## config.mk

```make
export PLATFORM = sky130hd
export DESIGN_NAME = regulator_powerup_init_sequencer
export DESIGN_NICKNAME = d
export VERILOG_FILES = /design/src/rtl/powerup_seq_pkg.sv /design/src/rtl/regulator_powerup_init_sequencer.sv
export SDC_FILE = /design/constraint.sdc
export NUM_CORES = 1
export LEC_CHECK = 0
export BUFFER_PORTS_ARGS = -buffer_cell sky130_fd_sc_hd__buf_2
export CORE_AREA = 2 2 91 159
export DETAILED_ROUTE_END_ITERATION = 6
export DIE_AREA = 0 0 93 161
export PLACE_DENSITY = 0.8
export SLEW_MARGIN = 40
export SYNTH_ARGS = -nofsm -noshare
export SYNTH_HDL_FRONTEND = slang
export SYNTH_SLANG_ARGS = --single-unit
```

## constraint.sdc

```tcl
create_clock -name clock_in -period 3.1 [get_ports clock_in]
set_clock_uncertainty 0.1 [all_clocks]
set_input_delay 0.31 -clock clock_in [delete_from_list [all_inputs] [get_ports clock_in]]
set_output_delay 0.31 -clock clock_in [all_outputs]
set_load 0.01 [all_outputs]
```

## src/rtl/powerup_seq_pkg.sv

```systemverilog
package powerup_seq_pkg;

  localparam int CLK_MHZ           = 250;
  localparam int OSC_MHZ           = 48;
  localparam int OSC_SETTLE_NS     = 1000;
  localparam int OSC_SETTLE_CYC    = (OSC_SETTLE_NS * CLK_MHZ + 999) / 1000;
  localparam int STORE_DEPTH       = 16;
  localparam int STORE_AW          = 4;
  localparam int VOUT_W            = 8;
  localparam int ADC_W             = 10;
  localparam int ADDR_W            = 7;
  localparam int FREQ_W            = 11;
  localparam logic [FREQ_W-1:0] FREQ_MIN_KHZ = 11'h096;
  localparam logic [FREQ_W-1:0] FREQ_MAX_KHZ = 11'h5DC;
  localparam logic [FREQ_W-1:0] FREQ_REC_KHZ = 11'h1F4;
  localparam logic [FREQ_W-1:0] FREQ_DEF_KHZ = 11'h258;
  localparam logic [ADDR_W-1:0] BASE_ADDR_DEF = 7'h40;
  localparam logic [7:0] PRESET_BASE_REG   = 8'h77;
  localparam logic [STORE_AW-1:0] PRESET_IDX0 = 4'h7;

  typedef enum logic [2:0] {
    ST_RESET = 3'b000,
    ST_LOAD  = 3'b001,
    ST_ADDR  = 3'b011,
    ST_IDLE  = 3'b010,
    ST_RUN   = 3'b110
  } seq_state_t;

  typedef struct packed {
    logic bias_good;
    logic core_supply_rail_good;
    logic osc_running;
  } rails_t;

  typedef struct packed {
    logic                 valid;
    logic [STORE_AW-1:0]  index;
    logic [VOUT_W-1:0]    data;
  } cfg_write_t;

  typedef struct packed {
    logic              sw_mode;
    logic              sw_enable;
    logic              preset_mode;
    logic              disable_addr_offset;
    logic [FREQ_W-1:0] freq_khz;
    logic [VOUT_W-1:0] bus_vout;
  } host_cfg_t;

endpackage : powerup_seq_pkg

```

## src/rtl/regulator_powerup_init_sequencer.sv

```systemverilog
// Functional notes
// - Hold internal reset until bias rail, core rail and oscillator are all good.
// - After reset, copy the rewritable config store into working registers.
// - After load, accept host register writes regardless of enable pin.
// - Default: convert only with enable, input good, load done, address read.
// - Host software enable mode replaces the pin-based enable condition.
// - Three preset select pins choose one of eight output voltage settings.
// - Accept frequency settings within 150 to 1500 kHz; flag under 500 kHz.
// - Sample address resistor converter, add offset to base bus address.
// - Each preset combination selects one stored register holding the voltage code.
module regulator_powerup_init_sequencer
  import powerup_seq_pkg::*;
#(
  parameter int SETTLE_CYC = OSC_SETTLE_CYC
)(
  input  wire logic                 clock_in,
  input  wire logic                 reset_n_in,
  input  wire rails_t               rails_in,
  input  wire logic                 enable_pin_in,
  input  wire logic                 input_good_in,
  input  wire logic [2:0]           preset_select_pins_in,
  input  wire logic [VOUT_W-1:0]    store_rd_data_in,
  input  wire logic                 adc_valid_in,
  input  wire logic [ADC_W-1:0]     adc_code_in,
  input  wire cfg_write_t           host_wr_in,
  input  wire logic                 host_cfg_valid_in,
  input  wire host_cfg_t            host_cfg_in,
  output logic                      por_n_out,
  output logic                      load_done_out,
  output logic                      addr_read_out,
  output logic [STORE_AW-1:0]       store_rd_index_out,
  output logic                      convert_out,
  output logic [VOUT_W-1:0]         target_vout_out,
  output logic [ADDR_W-1:0]         bus_addr_out,
  output logic [FREQ_W-1:0]         freq_khz_out,
  output logic                      freq_low_out,
  output logic                      freq_reject_out
);

  seq_state_t                      state;
  seq_state_t                      next_state;
  logic [15:0]                     settle_cnt;
  logic [VOUT_W-1:0]               work_reg [STORE_DEPTH];
  logic [STORE_AW-1:0]             load_idx;
  logic [3:0]                      addr_offset;
  host_cfg_t                       cfg;

  // Oscillator must run continuously for SETTLE_CYC before it counts as stable.
  wire rails_ok      = rails_in.bias_good & rails_in.core_supply_rail_good;
  wire osc_stable    = rails_in.osc_running && (settle_cnt >= 16'(SETTLE_CYC));
  wire por_release   = rails_ok & osc_stable;
  wire load_last     = (load_idx == STORE_AW'(STORE_DEPTH - 1));
  wire host_wr_ok    = host_wr_in.valid & load_done_out;
  wire cfg_wr_ok     = host_cfg_valid_in & load_done_out;
  wire freq_in_range = (host_cfg_in.freq_khz >= FREQ_MIN_KHZ)
                     && (host_cfg_in.freq_khz <= FREQ_MAX_KHZ);
  wire enable_term   = cfg.sw_mode ? cfg.sw_enable : enable_pin_in;
  wire all_ok        = enable_term & input_good_in & load_done_out & addr_read_out;
  wire [STORE_AW-1:0] preset_idx = PRESET_IDX0 + STORE_AW'(preset_select_pins_in);
  wire [VOUT_W-1:0]  next_vout  = cfg.preset_mode ? work_reg[preset_idx] : cfg.bus_vout;
  // Offset is the top four converter bits: sixteen equal resistor bands.
  wire [3:0]         adc_offset = adc_code_in[ADC_W-1 -: 4];
  wire [ADDR_W-1:0]  next_addr  = cfg.disable_addr_offset ? BASE_ADDR_DEF
                                  : BASE_ADDR_DEF + ADDR_W'(addr_offset);

  always_comb
  begin
    next_state = state;
    case (state)
      ST_RESET: if (por_release) next_state = ST_LOAD;
      ST_LOAD:  if (load_last) next_state = ST_ADDR;
      ST_ADDR:  if (adc_valid_in) next_state = ST_IDLE;
      ST_IDLE:  if (all_ok) next_state = ST_RUN;
      ST_RUN:   if (!all_ok) next_state = ST_IDLE;
      default:  next_state = ST_RESET;
    endcase
    if (!por_release)
      next_state = ST_RESET;
  end

  always_ff @(posedge clock_in)
  begin
    if (!reset_n_in)
      settle_cnt <= '0;
    else if (!rails_in.osc_running)
      settle_cnt <= '0;
    else if (!osc_stable)
      settle_cnt <= settle_cnt + 16'h0001;
  end

  always_ff @(posedge clock_in)
  begin
    if (!reset_n_in)
      state <= ST_RESET;
    else
      state <= next_state;
  end

  // Read data is taken one cycle after the index is presented.
  always_ff @(posedge clock_in)
  begin
    if (!reset_n_in || state == ST_RESET)
      load_idx <= '0;
    else if (state == ST_LOAD && !load_last)
      load_idx <= load_idx + 4'h1;
  end

  logic load_busy;
  logic [STORE_AW-1:0] load_wr_idx;
  always_ff @(posedge clock_in)
  begin
    if (!reset_n_in)
    begin
      load_busy   <= 1'b0;
      load_wr_idx <= '0;
    end
    else
    begin
      load_busy   <= (state == ST_LOAD);
      load_wr_idx <= load_idx;
    end
  end

  genvar g;
  generate
    for (g = 0; g < STORE_DEPTH; g++)
    begin : g_work
      always_ff @(posedge clock_in)
      begin
        if (!reset_n_in)
          work_reg[g] <= '0;
        else if (load_busy && load_wr_idx == STORE_AW'(g))
          work_reg[g] <= store_rd_data_in;
        else if (host_wr_ok && host_wr_in.index == STORE_AW'(g))
          work_reg[g] <= host_wr_in.data;
      end
    end
  endgenerate

  always_ff @(posedge clock_in)
  begin
    if (!reset_n_in || state == ST_RESET)
    begin
      load_done_out <= 1'b0;
      addr_read_out <= 1'b0;
      addr_offset   <= '0;
    end
    else
    begin
      if (load_busy && state == ST_ADDR)
        load_done_out <= 1'b1;
      if (state == ST_ADDR && adc_valid_in)
      begin
        addr_read_out <= 1'b1;
        addr_offset   <= adc_offset;
      end
    end
  end

  always_ff @(posedge clock_in)
  begin
    if (!reset_n_in)
    begin
      cfg             <= '{default: '0, freq_khz: FREQ_DEF_KHZ};
      freq_reject_out <= 1'b0;
    end
    else if (cfg_wr_ok)
    begin
      cfg.sw_mode             <= host_cfg_in.sw_mode;
      cfg.sw_enable           <= host_cfg_in.sw_enable;
      cfg.preset_mode         <= host_cfg_in.preset_mode;
      cfg.disable_addr_offset <= host_cfg_in.disable_addr_offset;
      cfg.bus_vout            <= host_cfg_in.bus_vout;
      if (freq_in_range)
        cfg.freq_khz <= host_cfg_in.freq_khz;
      freq_reject_out <= !freq_in_range;
    end
  end

  always_ff @(posedge clock_in)
  begin
    if (!reset_n_in)
    begin
      por_n_out          <= 1'b0;
      store_rd_index_out <= '0;
      convert_out        <= 1'b0;
      target_vout_out    <= '0;
      bus_addr_out       <= BASE_ADDR_DEF;
      freq_khz_out       <= FREQ_DEF_KHZ;
      freq_low_out       <= 1'b0;
    end
    else
    begin
      por_n_out          <= por_release;
      // Entry zero is presented while still in reset state, so each entry pairs with its own slot.
      store_rd_index_out <= (state == ST_LOAD && !load_last) ? load_idx + 4'h1 : '0;
      convert_out        <= (next_state == ST_RUN);
      target_vout_out    <= next_vout;
      bus_addr_out       <= next_addr;
      freq_khz_out       <= cfg.freq_khz;
      freq_low_out       <= cfg.freq_khz < FREQ_REC_KHZ;
    end
  end
endmodule : regulator_powerup_init_sequencer

```

==> results.cfg <==
[hold_path]
hold_class = input pin to flop
whs_path_depth = 3

[routing]
drt_iter0_drc = 426
wl_per_cell_um = 21.3
drtPass1Iterations = 6
drt_wl_total_mm = 20.5
ant_nets = 0
drc = 0
vias = 6167
viasPerCell = 6.40

[power]
p_leak_nw = 3.73
power_mw = 5.06
irDropWorstVdd_uv = 436
power_density_nw_per_um2 = 534

[layout]
antenna_cells = 0
synthToLayoutAreaGrowth_pct = 12.9
drive_gt1_frac = 0.238
fill_cells = 1009
postLayoutCellArea_um2 = 9480
fin_nets = 843
largest_reg_flops = 96

[sta]
hold_viol_final = 0
slew_viol_final = 0
setup_violations = 0
rsz0062_at_grt = no
final.setup.tns_ps = 0
relSlewSlack = 0.506
finalCritPeriodShare = 0.695
clock.fmax_mhz = 464
tightestPinTransition_ps = 737
min_period_ps = 2160

[global_route]
grt_pass1_wl_mm = 31.9
antenna_found_initial = 0
grt_pass1_vias = 6286
grt_start_max_net_pins = 33
grt.total_usage = 0.280
grt_remaining_overflow = 0

[logic_synthesis]
synth-edff-count = 96
synth_area_um2 = 8390
synth.distinct_cells = 63
async_flop_share = 0
yosys_warnings = 0
avgSynthCellArea_um2 = 11.7
synth_cells = 719
ys.flop_type = edfxtp_1
seq_area_frac_synth = 0.553
synth_seq_cells = 184

[die]
die_w_um = 93
ioPinCount = 102
start_util = 0.613
coreArea_um2 = 13700
rows = 57
die_y_um = 161
die_area_um2 = 15000

[worst_setup_path]
criticalPathCategory = flop to flop
cp_num_cells = 4
endpoint_kind = flop
worstPathMaxFanout = 8
arrival_ps = 2340
cp_top_family = simple AND/OR/NAND/NOR gates
max_stage_delay_ps = 650
crit_slowest_cell = nor3_2
ff2ff_path_depth = 4
critPathLaunchType = flop
required_ps = 3280
crit_chain = and3_1 > nand3b_2 > nor3_2 > a22o_1
path_buf_inv = 0

[run]
maxCapViolCount = 0

[placement]
dpl_cell_area_um2 = 8880
dp_hpwl_mm = 14.5
gp_congestion = 0.917
portBuffers = 92

[clock_network]
cts_tree = built
cts.clk_slew.worst_paths_ps = 70
cts-resized-gates = 0
postCtsSetupBuffers = 0
cts_buffers = 17
htree_levels = 4
clock_path_buffers = 2
cts_root_buffer = clkbuf_16
ctsHoldBuffers = 0
clkLatencyLatePin_ps = 420
cts_sinks = 184

[run_status]
status = finished clean
-- cell usage after synthesis, types with 3 or more instances --
cell / n / area [µm²]
nor3b_1: 3 / 22.5
o211ai_1: 9 / 67.6
clkbuf_1: 35 / 131
a311o_1: 3 / 30.0
buf_4: 3 / 22.5
xnor2_1: 5 / 43.8
nand2b_1: 13 / 81.3
nand4_1: 4 / 25.0
nor2_2: 6 / 37.5
a21oi_1: 27 / 135
nor3_1: 5 / 25.0
a22oi_1: 8 / 60.1
a211oi_1: 3 / 22.5
inv_1: 16 / 60.1
xor2_1: 5 / 43.8
nand2_1: 65 / 244
edfxtp_1: 96 / 2880
and2_1: 15 / 93.8
nand3_1: 7 / 35.0
o21ai_0: 4 / 20.0
nor3_2: 13 / 130
dfxtp_1: 88 / 1760
nor2_1: 49 / 184
mux4_2: 16 / 360
o21ai_1: 9 / 45.0
buf_1: 17 / 63.8
ha_1: 4 / 50.1
buf_2: 8 / 40.0
and3_1: 14 / 87.6
mux2i_1: 27 / 270
a22o_1: 97 / 850
a211oi_2: 3 / 37.5
-- metrics by stage --
step | hold WS (ps) | worst slack [ps] | std cells | utilization
final | 26.2 | 945 | 963 | 0.692
after global routing | 19.1 | 864 | 963 | 0.692
after CTS | 21.5 | 998 | 963 | 0.691
after detailed placement | 314 | 781 | 931 | 0.648
after global placement | 312 | 837 | 931 | 0.648
after floorplan | 292 | 1010 | 720 | -
-- report_power, final --
group	switching (mW)	total, mW	internal [mW]
Combinational	0.201	0.310	0.108
Sequential	0.0149	2.62	2.60
Clock	0.994	2.13	1.14
-- routing by layer --
layer	track usage	wire [µm]
met1	0.298	6900
met2	0.507	11100
met3	0.0490	1390
met4	0.166	1100
met5	0	0
-- cells by family (layout without fill, tap and decap cells) --
kind of cell               after synthesis  count (layout)  synth area share
AOI/OAI and AO/OA                      174             174             0.165
xor gates and xnor gates                10              10            0.0104
and+or+nand+nor                        217             217             0.143
DFF                                    184             184             0.553
adders and majority gates                4               4           0.00596
buffers and inverters                   81             147            0.0398
muxes                                   47              47            0.0814
other                                    2               3          0.000895
-- layout by cell type, fill, tap and decap left out, types with 4 or more instances in the layout --
cell type / n
nor3_1: 5
nand4_1: 4
and2_1: 15
nor2_2: 6
xnor2_1: 5
nand2_1: 65
clkbuf_16: 17
o21ai_1: 9
xor2_1: 5
buf_4: 6
dfxtp_1: 88
nand3_1: 7
and3_1: 14
edfxtp_1: 96
o21ai_0: 4
o211ai_1: 9
nor2_1: 49
mux4_2: 16
mux2i_1: 27
a22oi_1: 8
nand2b_1: 13
inv_6: 5
ha_1: 4
buf_2: 92
inv_1: 16
nor4_4: 4
nor3_2: 13
a22o_1: 97
a21oi_1: 27
-- layout make-up --
class	instances	area [µm²]	share of cell area
Clock buffer	17	425	0.0449
Timing Repair Buffer	99	526	0.0554
Multi-Input combinational cell	455	3440	0.363
Tap cell	177	221	0.0234
Inverter	16	60.1	0.00634
Sequential cell	184	4640	0.490
Clock inverter	15	160	0.0169
-- worst register-to-register path, cell delays in order, from the launching register on --
cell      delay, ps
dfxtp_1         500
and3_1          340
nand3b_2        200
nor3_2          650
a22o_1          240
-- final timing paths --
kind	slack, ps	from	to
max	940	load_done_out	work_reg[11][0]
min reg2reg	330	cfg[18]	freq_low_out
min	30	adc_code_in[8]	addr_offset[2]
max reg2reg	940	load_done_out	work_reg[11][0]
Note: power is estimated with default switching activity, not from simulation.
